<file path="config.mk">
export PLATFORM = sky130hd
export DESIGN_NAME = gpio_data_and_lock_port
export DESIGN_NICKNAME = d
export VERILOG_FILES = /design/src/verilog/gpio_port_pkg.sv /design/src/verilog/pin_level_sync.sv /design/src/verilog/lock_key_tracker.sv /design/src/verilog/gpio_data_and_lock_port.sv
export SDC_FILE = /design/constraint.sdc
export NUM_CORES = 1
export LEC_CHECK = 0
export BUFFER_PORTS_ARGS = -buffer_cell sky130_fd_sc_hd__buf_2
export CORE_MARGIN = 2
export CORE_UTILIZATION = 47
export CTS_BUF_LIST = sky130_fd_sc_hd__clkbuf_16
export DETAILED_ROUTE_END_ITERATION = 12
export PLACE_DENSITY = 0.76
export SYNTH_ARGS = -nofsm -noshare
export SYNTH_HDL_FRONTEND = slang
export SYNTH_SLANG_ARGS = --single-unit
</file>
<file path="constraint.sdc">
create_clock -name clk_sys -period 3 [get_ports clk_sys]
set_input_delay 0 -clock clk_sys [delete_from_list [all_inputs] [get_ports clk_sys]]
set_output_delay 0 -clock clk_sys [all_outputs]
set_load 0.005 [all_outputs]
</file>
<file path="src/verilog/gpio_port_pkg.sv">
// Constants, field layouts and carrier types of the 16-pin port data and lock block.
//
// Summary of operation
// RULE_01 - Input register bits 15:0 show pin levels.
// RULE_02 - Input register upper half always reads zero.
// RULE_03 - Output register holds 16 drive values, resets zero.
// RULE_04 - Software uses only full 32-bit word accesses.
// RULE_05 - Set/clear low half ones set output bits.
// RULE_06 - Set/clear high half ones clear output bits.
// RULE_07 - Set wins when set and clear coincide.
// RULE_08 - Clear-only register ones clear output bits.
// RULE_09 - Lock register bits 15:0 mark protected pins.
// RULE_10 - Lock bits writable only while key reads zero.
// RULE_11 - Active key reads one, freezes lock until reset.
// RULE_12 - Key sequence: write 1,0,1, read 0, read 1.
// RULE_13 - Changed bits or misorder never activate protection.
// RULE_14 - Locked pins ignore configuration writes until reset.
// RULE_15 - Per pin: 2-bit mode, 2-bit function fields.
// RULE_16 - Both configuration registers reset to 0x44444444.
// RULE_17 - Pin levels sampled every clock into input register.
// RULE_18 - Reserved bits read zero, writes ignored.
// RULE_19 - Misordered lock access returns tracker to idle.
package gpio_port_pkg;

   // ****************************************
   // Sizes and register offsets
   // ****************************************
   localparam int          PIN_COUNT        = 16;
   localparam int          ADDR_W           = 8;
   localparam logic [7:0]  OFS_CFG_LOWER    = 8'h00;
   localparam logic [7:0]  OFS_CFG_UPPER    = 8'h04;
   localparam logic [7:0]  OFS_INPUT_LEVEL  = 8'h08;
   localparam logic [7:0]  OFS_OUTPUT_VALUE = 8'h0C;
   localparam logic [7:0]  OFS_SET_CLEAR    = 8'h10;
   localparam logic [7:0]  OFS_CLEAR_ONLY   = 8'h14;
   localparam logic [7:0]  OFS_CONFIG_LOCK  = 8'h18;

   // ****************************************
   // Reset values
   // ****************************************
   localparam logic [31:0] RST_CONFIG       = 32'h4444_4444;
   localparam logic [15:0] RST_OUTPUT_VALUE = 16'h0000;
   localparam logic [15:0] RST_LOCK_BITS    = 16'h0000;

   // ****************************************
   // Field positions
   // ****************************************
   localparam int          SET_REQ_LSB      = 0;
   localparam int          CLR_REQ_LSB      = 16;
   localparam int          LOCK_KEY_POS     = 16;
   localparam int          NIBBLE_W         = 4;
   localparam int          DIR_SPEED_LSB    = 0;
   localparam int          FUNC_SEL_LSB     = 2;
   localparam int          FUNC_OPEN_DRAIN  = 0;
   localparam logic [1:0]  DIR_INPUT        = 2'h0;
   localparam logic [1:0]  FUNC_ANALOG      = 2'h0;

   // ****************************************
   // Types
   // ****************************************
   typedef enum logic [2:0] {
      LK_IDLE,
      LK_WROTE_ONE,
      LK_WROTE_ZERO,
      LK_WROTE_ONE_AGAIN,
      LK_READ_ZERO
   } lock_phase_t;

   typedef struct packed {
      logic              sel;
      logic              write;
      logic [ADDR_W-1:0] addr;
      logic [31:0]       wdata;
   } reg_req_t;

   typedef struct packed {
      logic        ack;
      logic [31:0] rdata;
   } reg_rsp_t;

   typedef struct packed {
      logic [PIN_COUNT-1:0] level_out;
      logic [PIN_COUNT-1:0] drive_en;
   } pin_drive_t;

endpackage

</file>
<file path="src/verilog/pin_level_sync.sv">
// Two-stage synchroniser for the port pin levels.
`timescale 1ns/1ps
`default_nettype none
module pin_level_sync
   import gpio_port_pkg::*;
(
   input  wire logic                 clk_sys,
   input  wire logic                 srst,
   input  wire logic [PIN_COUNT-1:0] pin_raw,
   output var  logic [PIN_COUNT-1:0] pin_synced
);

   typedef struct packed {
      logic [PIN_COUNT-1:0] first_ff;
      logic [PIN_COUNT-1:0] second_ff;
   } sync_state_t;

   sync_state_t st_ff;
   sync_state_t nxt_st;

   // The first stage feeds only the second stage.
   always_comb begin
      nxt_st           = st_ff;
      nxt_st.first_ff  = pin_raw;
      nxt_st.second_ff = st_ff.first_ff;
   end

   // Registers both stages.
   always_ff @(posedge clk_sys) begin
      if (srst) begin
         st_ff <= '0;
      end else begin
         st_ff <= nxt_st;
      end
   end

   assign pin_synced = st_ff.second_ff;

endmodule
`default_nettype wire

</file>
<file path="src/verilog/lock_key_tracker.sv">
// Lock bits, lock key and the keyed activation sequence tracker.
`timescale 1ns/1ps
`default_nettype none
module lock_key_tracker
   import gpio_port_pkg::*;
(
   input  wire logic                 clk_sys,
   input  wire logic                 srst,
   input  wire logic                 acc_write,
   input  wire logic                 acc_read,
   input  wire logic                 wr_key,
   input  wire logic [PIN_COUNT-1:0] wr_bits,
   output var  logic [PIN_COUNT-1:0] lock_bits,
   output var  logic                 key_active
);

   typedef struct packed {
      lock_phase_t          phase;
      logic [PIN_COUNT-1:0] bits;
      logic                 key;
   } lock_state_t;

   lock_state_t st_ff;
   lock_state_t nxt_st;
   logic        same_bits;

   always_comb begin
      nxt_st    = st_ff;
      same_bits = (wr_bits == st_ff.bits);
      // RULE_11 frozen once active
      if (!st_ff.key) begin
         // RULE_10 bits writable while unkeyed
         if (acc_write) begin
            nxt_st.bits = wr_bits;
         end
         // RULE_12 key sequence steps
         unique case (st_ff.phase)
            LK_IDLE: begin
               if (acc_write && wr_key) begin
                  nxt_st.phase = LK_WROTE_ONE;
               end
            end
            LK_WROTE_ONE: begin
               // RULE_13 unchanged bits required
               if (acc_write && !wr_key && same_bits) begin
                  nxt_st.phase = LK_WROTE_ZERO;
               end else if (acc_write || acc_read) begin
                  // RULE_19 misorder restarts tracker
                  nxt_st.phase = (acc_write && wr_key) ? LK_WROTE_ONE : LK_IDLE;
               end
            end
            LK_WROTE_ZERO: begin
               if (acc_write && wr_key && same_bits) begin
                  nxt_st.phase = LK_WROTE_ONE_AGAIN;
               end else if (acc_write || acc_read) begin
                  nxt_st.phase = (acc_write && wr_key) ? LK_WROTE_ONE : LK_IDLE;
               end
            end
            LK_WROTE_ONE_AGAIN: begin
               if (acc_read) begin
                  nxt_st.phase = LK_READ_ZERO;
               end else if (acc_write) begin
                  nxt_st.phase = wr_key ? LK_WROTE_ONE : LK_IDLE;
               end
            end
            LK_READ_ZERO: begin
               // RULE_12 second read activates key
               if (acc_read) begin
                  nxt_st.key   = 1'b1;
                  nxt_st.phase = LK_IDLE;
               end else if (acc_write) begin
                  nxt_st.phase = wr_key ? LK_WROTE_ONE : LK_IDLE;
               end
            end
         endcase
      end
   end

   // Registers the tracker; only system reset clears an active key.
   always_ff @(posedge clk_sys) begin
      if (srst) begin
         st_ff.phase <= LK_IDLE;
         st_ff.bits  <= RST_LOCK_BITS;
         st_ff.key   <= 1'b0;
      end else begin
         st_ff <= nxt_st;
      end
   end

   assign lock_bits  = st_ff.bits;
   // RULE_12 key visible to completing read
   // The key shows its next value, so the read that ends the sequence
   // already returns it set; only one access is taken per cycle, so no
   // configuration write can meet this early key.
   assign key_active = nxt_st.key;

endmodule
`default_nettype wire

</file>
<file path="src/verilog/gpio_data_and_lock_port.sv">
// Top of the 16-pin port: configuration, data, set/clear and lock registers.
`timescale 1ns/1ps
`default_nettype none
module gpio_data_and_lock_port
   import gpio_port_pkg::*;
(
   input  wire logic                 clk_sys,
   input  wire logic                 srst,
   input  wire reg_req_t             bus_req,
   output var  reg_rsp_t             bus_rsp,
   input  wire logic [PIN_COUNT-1:0] pin_in,
   output var  pin_drive_t           pin_drive
);

   // ****************************************
   // Overview
   // ****************************************

   // Each selected bus cycle is one whole-word access, taken at the edge
   // where sel is high and answered by a one-cycle ack at the next edge.
   // Output values change at the edge that takes the write, so the pin
   // drive and the ack appear together and no half-done update is seen.
   // Pin levels pass a two-stage synchroniser and one more register, so a
   // read sees a pin change four clock edges after it reaches the pin.
   // The lock key is cleared only by system reset; once it is set, no bus
   // access reaches the lock bits or the nibbles of protected pins.
   // Unmapped offsets are acknowledged and read zero, so a wrong address
   // never stalls the bus.
   // A write to the input level offset is acknowledged and changes nothing.
   // Open-drain outputs release the pin while the output bit is high, so
   // the input register then shows what the outside circuit holds there.
   // Analog input pins read zero because their input stage is off.

   // ****************************************
   // Helper functions
   // ****************************************

   // Returns the configuration nibble of one pin from the two registers.
   function automatic logic [3:0] pin_nibble(
      input logic [31:0] lower,
      input logic [31:0] upper,
      input int          pin
   );
      logic [31:0] src;
      int          idx;
      src = (pin < 8) ? lower : upper;
      idx = (pin % 8) * NIBBLE_W;
      return src[idx +: NIBBLE_W];
   endfunction

   // Merges a configuration write, keeping the nibbles of protected pins.
   function automatic logic [31:0] merge_config(
      input logic [31:0] old_val,
      input logic [31:0] new_val,
      input logic [7:0]  protect
   );
      logic [31:0] res;
      res = old_val;
      for (int i = 0; i < 8; i++) begin
         if (!protect[i]) begin
            res[i*NIBBLE_W +: NIBBLE_W] = new_val[i*NIBBLE_W +: NIBBLE_W];
         end
      end
      return res;
   endfunction

   // True when the mode field selects input; other codes are output speeds.
   function automatic logic mode_is_input(
      input logic [3:0] nibble
   );
      return nibble[DIR_SPEED_LSB +: 2] == DIR_INPUT;
   endfunction

   // True when an input pin is in analog mode, so its level reads as zero.
   function automatic logic nibble_is_analog(
      input logic [3:0] nibble
   );
      return mode_is_input(nibble) && (nibble[FUNC_SEL_LSB +: 2] == FUNC_ANALOG);
   endfunction

   // True when the pin buffer drives; an open-drain pin releases a high level.
   function automatic logic nibble_drives(
      input logic [3:0] nibble,
      input logic       level
   );
      return !mode_is_input(nibble) && !(nibble[FUNC_SEL_LSB + FUNC_OPEN_DRAIN] && level);
   endfunction

   // Builds the word returned by a read of the lock register.
   // Bits above the key are reserved and always read zero.
   function automatic logic [31:0] lock_word(
      input logic                 key,
      input logic [PIN_COUNT-1:0] bits
   );
      logic [31:0] word;
      word                = '0;
      word[LOCK_KEY_POS]  = key;
      word[PIN_COUNT-1:0] = bits;
      return word;
   endfunction

   // Widens a pin vector to a bus word with a zero upper half.
   function automatic logic [31:0] pin_word(
      input logic [PIN_COUNT-1:0] bits
   );
      return {16'h0000, bits};
   endfunction

   // ****************************************
   // State
   // ****************************************

   typedef struct packed {
      logic [31:0]          cfg_lower;
      logic [31:0]          cfg_upper;
      logic [PIN_COUNT-1:0] out_value;
      logic [PIN_COUNT-1:0] in_level;
      reg_rsp_t             rsp;
      pin_drive_t           drive;
   } port_state_t;

   port_state_t st_ff;
   port_state_t nxt_st;

   logic [PIN_COUNT-1:0] pin_synced;
   logic [PIN_COUNT-1:0] lock_bits;
   logic                 key_active;
   logic                 wr_take;
   logic                 rd_take;
   logic                 hit_lock;
   logic [PIN_COUNT-1:0] protect_mask;
   logic [PIN_COUNT-1:0] set_req;
   logic [PIN_COUNT-1:0] clr_req;
   logic [3:0]           nib;
   logic [PIN_COUNT-1:0] analog_mask;

   // ****************************************
   // Submodules
   // ****************************************

   // Brings the pin levels into the clock domain.
   pin_level_sync u_pin_sync (
      .clk_sys    (clk_sys),
      .srst       (srst),
      .pin_raw    (pin_in),
      .pin_synced (pin_synced)
   );

   // Keeps the lock bits and runs the activation sequence.
   lock_key_tracker u_lock (
      .clk_sys    (clk_sys),
      .srst       (srst),
      .acc_write  (wr_take && hit_lock),
      .acc_read   (rd_take && hit_lock),
      .wr_key     (bus_req.wdata[LOCK_KEY_POS]),
      .wr_bits    (bus_req.wdata[PIN_COUNT-1:0]),
      .lock_bits  (lock_bits),
      .key_active (key_active)
   );

   // ****************************************
   // Access decode
   // ****************************************

   // Every selected cycle is one full word access, taken at once.
   assign wr_take  = bus_req.sel && bus_req.write;
   assign rd_take  = bus_req.sel && !bus_req.write;
   assign hit_lock = (bus_req.addr == OFS_CONFIG_LOCK);

   // RULE_14 locked pins protected once active
   assign protect_mask = key_active ? lock_bits : '0;

   // RULE_05 set half of the strobe word
   assign set_req = bus_req.wdata[SET_REQ_LSB +: PIN_COUNT];
   // RULE_06 clear half of the strobe word
   assign clr_req = bus_req.wdata[CLR_REQ_LSB +: PIN_COUNT];

   // ****************************************
   // Next-state logic
   // ****************************************

   // Computes registers, read data and pin drive for the next cycle.
   always_comb begin
      nxt_st      = st_ff;
      nib         = '0;
      analog_mask = '0;

      // Pins in analog input mode read as zero.
      for (int p = 0; p < PIN_COUNT; p++) begin
         nib = pin_nibble(st_ff.cfg_lower, st_ff.cfg_upper, p);
         analog_mask[p] = nibble_is_analog(nib);
      end

      // RULE_17 sample pins every cycle
      nxt_st.in_level = pin_synced & ~analog_mask;

      // ****************************************
      // Write side
      // ****************************************

      // Write side effects of the register map.
      if (wr_take) begin
         unique case (bus_req.addr)
            OFS_CFG_LOWER: begin
               // RULE_14 skip locked nibbles
               nxt_st.cfg_lower = merge_config(st_ff.cfg_lower, bus_req.wdata,
                                               protect_mask[7:0]);
            end
            OFS_CFG_UPPER: begin
               nxt_st.cfg_upper = merge_config(st_ff.cfg_upper, bus_req.wdata,
                                               protect_mask[15:8]);
            end
            OFS_OUTPUT_VALUE: begin
               // RULE_03 direct output write
               nxt_st.out_value = bus_req.wdata[PIN_COUNT-1:0];
            end
            OFS_SET_CLEAR: begin
               // RULE_07 set applied after clear
               nxt_st.out_value = (st_ff.out_value & ~clr_req) | set_req;
            end
            OFS_CLEAR_ONLY: begin
               // RULE_08 clear-only strobe
               nxt_st.out_value = st_ff.out_value & ~bus_req.wdata[PIN_COUNT-1:0];
            end
            default: begin
               // Input level, lock and unmapped offsets change nothing here.
               nxt_st.out_value = st_ff.out_value;
            end
         endcase
      end

      // ****************************************
      // Bus answer
      // ****************************************

      // Each taken access is answered one cycle later.
      nxt_st.rsp.ack   = bus_req.sel;
      nxt_st.rsp.rdata = '0;
      if (rd_take) begin
         unique case (bus_req.addr)
            OFS_CFG_LOWER: begin
               nxt_st.rsp.rdata = st_ff.cfg_lower;
            end
            OFS_CFG_UPPER: begin
               nxt_st.rsp.rdata = st_ff.cfg_upper;
            end
            OFS_INPUT_LEVEL: begin
               // RULE_01 RULE_02 levels low, zero high
               nxt_st.rsp.rdata = pin_word(st_ff.in_level);
            end
            OFS_OUTPUT_VALUE: begin
               // RULE_18 reserved half reads zero
               nxt_st.rsp.rdata = pin_word(st_ff.out_value);
            end
            OFS_CONFIG_LOCK: begin
               // RULE_09 RULE_11 bits and key visible
               // RULE_12 completing read sees key set
               nxt_st.rsp.rdata = lock_word(key_active, lock_bits);
            end
            default: begin
               // Strobe registers and unmapped offsets read zero.
               nxt_st.rsp.rdata = '0;
            end
         endcase
      end

      // ****************************************
      // Pin drive
      // ****************************************

      // Pin drive follows the next output value and configuration.
      for (int p = 0; p < PIN_COUNT; p++) begin
         nib = pin_nibble(nxt_st.cfg_lower, nxt_st.cfg_upper, p);
         // RULE_15 mode and function decode
         nxt_st.drive.level_out[p] = nxt_st.out_value[p];
         nxt_st.drive.drive_en[p]  = nibble_drives(nib, nxt_st.out_value[p]);
      end
   end

   // ****************************************
   // State register
   // ****************************************

   // Registers all state; configuration resets to floating inputs.
   always_ff @(posedge clk_sys) begin
      if (srst) begin
         // RULE_16 floating input after reset
         st_ff.cfg_lower <= RST_CONFIG;
         st_ff.cfg_upper <= RST_CONFIG;
         st_ff.out_value <= RST_OUTPUT_VALUE;
         st_ff.in_level  <= '0;
         st_ff.rsp       <= '0;
         st_ff.drive     <= '0;
      end else begin
         st_ff <= nxt_st;
      end
   end

   assign bus_rsp   = st_ff.rsp;
   assign pin_drive = st_ff.drive;

endmodule
`default_nettype wire

</file>
==> metrics.txt <==
# TYPE chip_impl_metric gauge
chip_impl_metric{name="routed-via-count",unit=""} 7048
chip_impl_metric{name="length_of_the_first_detailed_routing_pass_in_iterations",unit=""} 5
chip_impl_metric{name="core_region_area",unit="µm²"} 18500
chip_impl_metric{name="post_drt_antenna_nets",unit=""} 0
chip_impl_metric{name="setup-violations-final",unit=""} 0
chip_impl_metric{name="routedWlPerCell",unit="µm"} 18.0
chip_impl_info{name="layout_common_cells",value="197 x dfxtp_1, 122 x buf_2, 112 x nand2_1"} 1
chip_impl_info{name="cts_tree",value="yes"} 1
chip_impl_metric{name="grt_overflow",unit=""} 0
chip_impl_metric{name="hold_buffers",unit=""} 61
chip_impl_metric{name="r2r_setup_slack",unit="ns"} 0.17
chip_impl_metric{name="hold_violations",unit=""} 0
chip_impl_metric{name="worst-path-buf-inv",unit=""} 3
chip_impl_metric{name="timing.critical_path.slowest_cell_delay",unit="ns"} 0.70
chip_impl_metric{name="layout_filler_cell_count",unit=""} 1659
chip_impl_metric{name="number_of_antenna_violations_at_the_first_check_in_global_routing",unit=""} 1
chip_impl_metric{name="finalClockSkew",unit="ns"} 0.0109
chip_impl_metric{name="n_antenna_cell",unit=""} 0
chip_impl_info{name="crit_slowest_cell",value="or4_1"} 1
chip_impl_metric{name="final_critical_path_setup_slack",unit="ns"} 0.175
chip_impl_metric{name="insertion_delay",unit="ns"} 0.44
chip_impl_metric{name="worst_ir_drop_vdd",unit="mV"} 0.420
chip_impl_metric{name="ys_seq_area_share",unit="%"} 44.8
chip_impl_metric{name="cp.depth",unit=""} 6
chip_impl_metric{name="pwr_density_cell",unit="nW/µm²"} 506
chip_impl_metric{name="timing.slew.headroom",unit="%"} 22.8
chip_impl_info{name="setup.worst_path.end_class",value="flip-flop"} 1
chip_impl_metric{name="gr-usage-all-layers",unit="%"} 23.2
chip_impl_metric{name="ys.warnings.count",unit=""} 0
chip_impl_info{name="rsz_0062_raised_after_global_routing",value="false"} 1
chip_impl_metric{name="cell_depth_of_the_worst_min_delay_path",unit=""} 4
chip_impl_metric{name="placement.setup.worst_slack",unit="ns"} 0.598
chip_impl_metric{name="drc",unit=""} 0
chip_impl_metric{name="crit_path_max_fanout",unit=""} 26
chip_impl_info{name="final_common_cell",value="dfxtp_1"} 1
chip_impl_metric{name="period_share",unit="%"} 94.2
chip_impl_metric{name="cts.repair.resized",unit=""} 0
chip_impl_metric{name="worstPathRequired",unit="ns"} 3.32
chip_impl_metric{name="timing.reg2reg.worst_path_depth",unit=""} 6
chip_impl_info{name="hold_path_end",value="u_lock.st_ff[0]"} 1
chip_impl_metric{name="post-route-util",unit="%"} 55.7
chip_impl_metric{name="first_global_vias",unit=""} 6584
chip_impl_metric{name="initial_utilization",unit="%"} 47.5
chip_impl_metric{name="detail_route.wirelength",unit="µm"} 23200
chip_impl_metric{name="fin_hold_ws",unit="ns"} 0.0812
chip_impl_metric{name="mean_cell_area_of_the_mapped_netlist",unit="µm²"} 9.32
chip_impl_info{name="critical_path.startpoint_type",value="flip-flop"} 1
chip_impl_metric{name="arrival_time_reported_for_the_critical_path_endpoint",unit="ns"} 3.14
chip_impl_info{name="status",value="finished clean"} 1
chip_impl_metric{name="cts_sinks",unit=""} 197
chip_impl_metric{name="vias_per_cell",unit=""} 5.47
chip_impl_metric{name="syn_inst",unit=""} 945
chip_impl_info{name="worstHoldPathType",value="in2reg"} 1
chip_impl_info{name="regToRegStartpoint",value="u_lock.st_ff[0]"} 1
chip_impl_metric{name="area_growth",unit="%"} 17.2
chip_impl_info{name="worstPathCellList",value="buf_4 -> or4_1 -> buf_4 -> nand2_1 -> a21oi_1 -> dlygate4sd3_1"} 1
chip_impl_metric{name="tritoncts.num_buffers",unit=""} 17
chip_impl_metric{name="timing.setup.tns",unit="ns"} 0
chip_impl_metric{name="synth.cell_area",unit="µm²"} 8800
chip_impl_metric{name="clk_pin_slew",unit="ns"} 0.07
chip_impl_metric{name="max-cap-violations",unit=""} 0
chip_impl_metric{name="synth.ff_latch_count",unit=""} 197
chip_impl_metric{name="die_footprint",unit="µm²"} 19800
chip_impl_metric{name="slew_viol_final",unit=""} 0
chip_impl_info{name="cts_root_buffer",value="clkbuf_16"} 1
chip_impl_metric{name="io_pins",unit=""} 125
chip_impl_metric{name="pin_count_of_the_biggest_net_entering_global_routing",unit=""} 87
chip_impl_metric{name="power.static_leakage",unit="nW"} 4.23
chip_impl_metric{name="fmax",unit="MHz"} 354
chip_impl_metric{name="cts_htree_levels",unit=""} 4
chip_impl_info{name="ys.flop_type",value="dfxtp_1"} 1
chip_impl_metric{name="number_of_flops_mapped_to_enable_cells_by_yosys",unit=""} 0
chip_impl_metric{name="dr.first_iter.drc_count",unit=""} 676
chip_impl_metric{name="wire_length_of_the_first_global_routing_pass",unit="µm"} 36000
chip_impl_metric{name="final_nets",unit=""} 1102
chip_impl_metric{name="layout-drive-gt1-share",unit="%"} 23.6
chip_impl_metric{name="yosysUniqueCellTypes",unit=""} 53
chip_impl_metric{name="worstMarginPinSlew",unit="ns"} 1.16
chip_impl_metric{name="dieHeight",unit="µm"} 141
chip_impl_metric{name="gpl.final_weighted_congestion",unit=""} 0.923
chip_impl_info{name="reg2reg_to",value="u_lock.lock_bits[7]"} 1
chip_impl_metric{name="ctsLongestPathBuffers",unit=""} 2
chip_impl_metric{name="place_hpwl",unit="µm"} 15700
chip_impl_info{name="crit_top_cell",value="buf_4"} 1
chip_impl_metric{name="cts.repair_timing.setup_buffer_count",unit=""} 0
chip_impl_metric{name="syn-num-nets",unit=""} 1005
chip_impl_metric{name="share_of_async_settable_or_async_resettable_flops_after_synthesis",unit="%"} 0
chip_impl_metric{name="fp_rows",unit=""} 50
chip_impl_info{name="critPathTopFamily",value="buffers and inverters"} 1
chip_impl_metric{name="die_width",unit="µm"} 141
chip_impl_metric{name="min_period",unit="ns"} 2.83
chip_impl_info{name="min_from",value="bus_req[38]"} 1
chip_impl_info{name="category_of_the_critical_setup_timing_path",value="reg2reg"} 1
chip_impl_metric{name="io_buffer_count",unit=""} 124
cells in the mapped netlist (5+ instances only):
master / count / share of area, %
o21ai_0: 37 / 2.1
nor2b_1: 35 / 2.5
nor3_1: 27 / 1.5
or4_1: 16 / 1.4
dfxtp_1: 197 / 45
nand2_1: 112 / 4.8
mux2i_1: 63 / 7.2
a2111oi_2: 12 / 2.0
xor2_1: 5 / 0.50
a22o_1: 15 / 1.5
nand3_1: 8 / 0.45
nor3b_1: 5 / 0.43
a22oi_1: 17 / 1.4
xnor2_1: 11 / 1.1
mux2_2: 44 / 5.6
clkbuf_1: 50 / 2.1
a21o_1: 7 / 0.60
a21oi_1: 42 / 2.4
and2_1: 15 / 1.1
and3_1: 16 / 1.1
nor2_1: 69 / 2.9
buf_4: 65 / 5.5
nand2b_1: 18 / 1.3
layer usage:
metal / vias to the layer above / track usage (%) / routed length, µm
met3: 39 / 6.01 / 1900
met5: - / 0 / 11
li1: 3393 / - / -
met1: 3295 / 31.8 / 10300
met4: 2 / 7.84 / 474
met2: 319 / 35.7 / 10500
worst register-to-register path, cell delays in order (launching register included):
cell	delay (ns)
dfxtp_1	0.69
buf_4	0.34
or4_1	0.70
buf_4	0.26
nand2_1	0.08
a21oi_1	0.06
dlygate4sd3_1	0.58
cells by family (layout without fill, tap and decap cells):
| kind of cell | Yosys count | count (layout) | share of synthesized area, % |
|---|---|---|---|
| buffers and inverters | 129 | 239 | 8.50 |
| xor gates and xnor gates | 16 | 16 | 1.59 |
| AOI/OAI and AO/OA | 150 | 150 | 11.9 |
| and+or+nand+nor | 343 | 343 | 19.9 |
| DFF | 197 | 197 | 44.8 |
| muxes | 110 | 110 | 13.3 |
area by class of cell:
class / count / area [µm²] / share of cell area, %
Clock buffer: 17 / 425 / 4.12
Clock inverter: 15 / 155 / 1.50
Inverter: 4 / 15.0 / 0.145
Multi-Input combinational cell: 619 / 4120 / 39.9
Sequential cell: 197 / 3940 / 38.2
Tap cell: 234 / 293 / 2.84
Timing Repair Buffer: 203 / 1370 / 13.3
worst max-delay path by stage:
stage,start,to,slack (ns)
after floorplan,bus_req[35],pin_drive[4],0.90
after global placement,bus_req[36],pin_drive[7],0.67
after detailed placement,bus_req[36],pin_drive[7],0.60
after CTS,u_lock.st_ff[0],u_lock.lock_bits[5],0.24
after global routing,u_lock.st_ff[0],u_lock.lock_bits[5],0.09
final,u_lock.st_ff[0],u_lock.lock_bits[7],0.17
registers in the layout, summed over array words and instances, names as in the netlist:
signal / flops
u_lock.st_ff: 4
bus_rsp: 33
u_lock.lock_bits: 16
pin_drive: 32
u_pin_sync.pin_synced: 16
u_pin_sync.nxt_st: 16
st_ff: 80
power by group:
group	switching, W	internal (W)	leakage (nW)	total (W)
registers	0.00000928	0.00264	1.60	0.00265
clock network	0.00103	0.00123	0.275	0.00226
logic	0.000172	0.000138	2.36	0.000310
through the flow:
stage	std cells	instance area, µm²	power [W]
CTS	1289	10300	0.00526
detailed placement	1196	9130	0.00296
global placement	1196	9130	0.00296
finish	1289	10300	0.00522
global route	1289	10300	0.00539
floorplan	945	8800	0.00285
(Power assumes the default switching activity.)
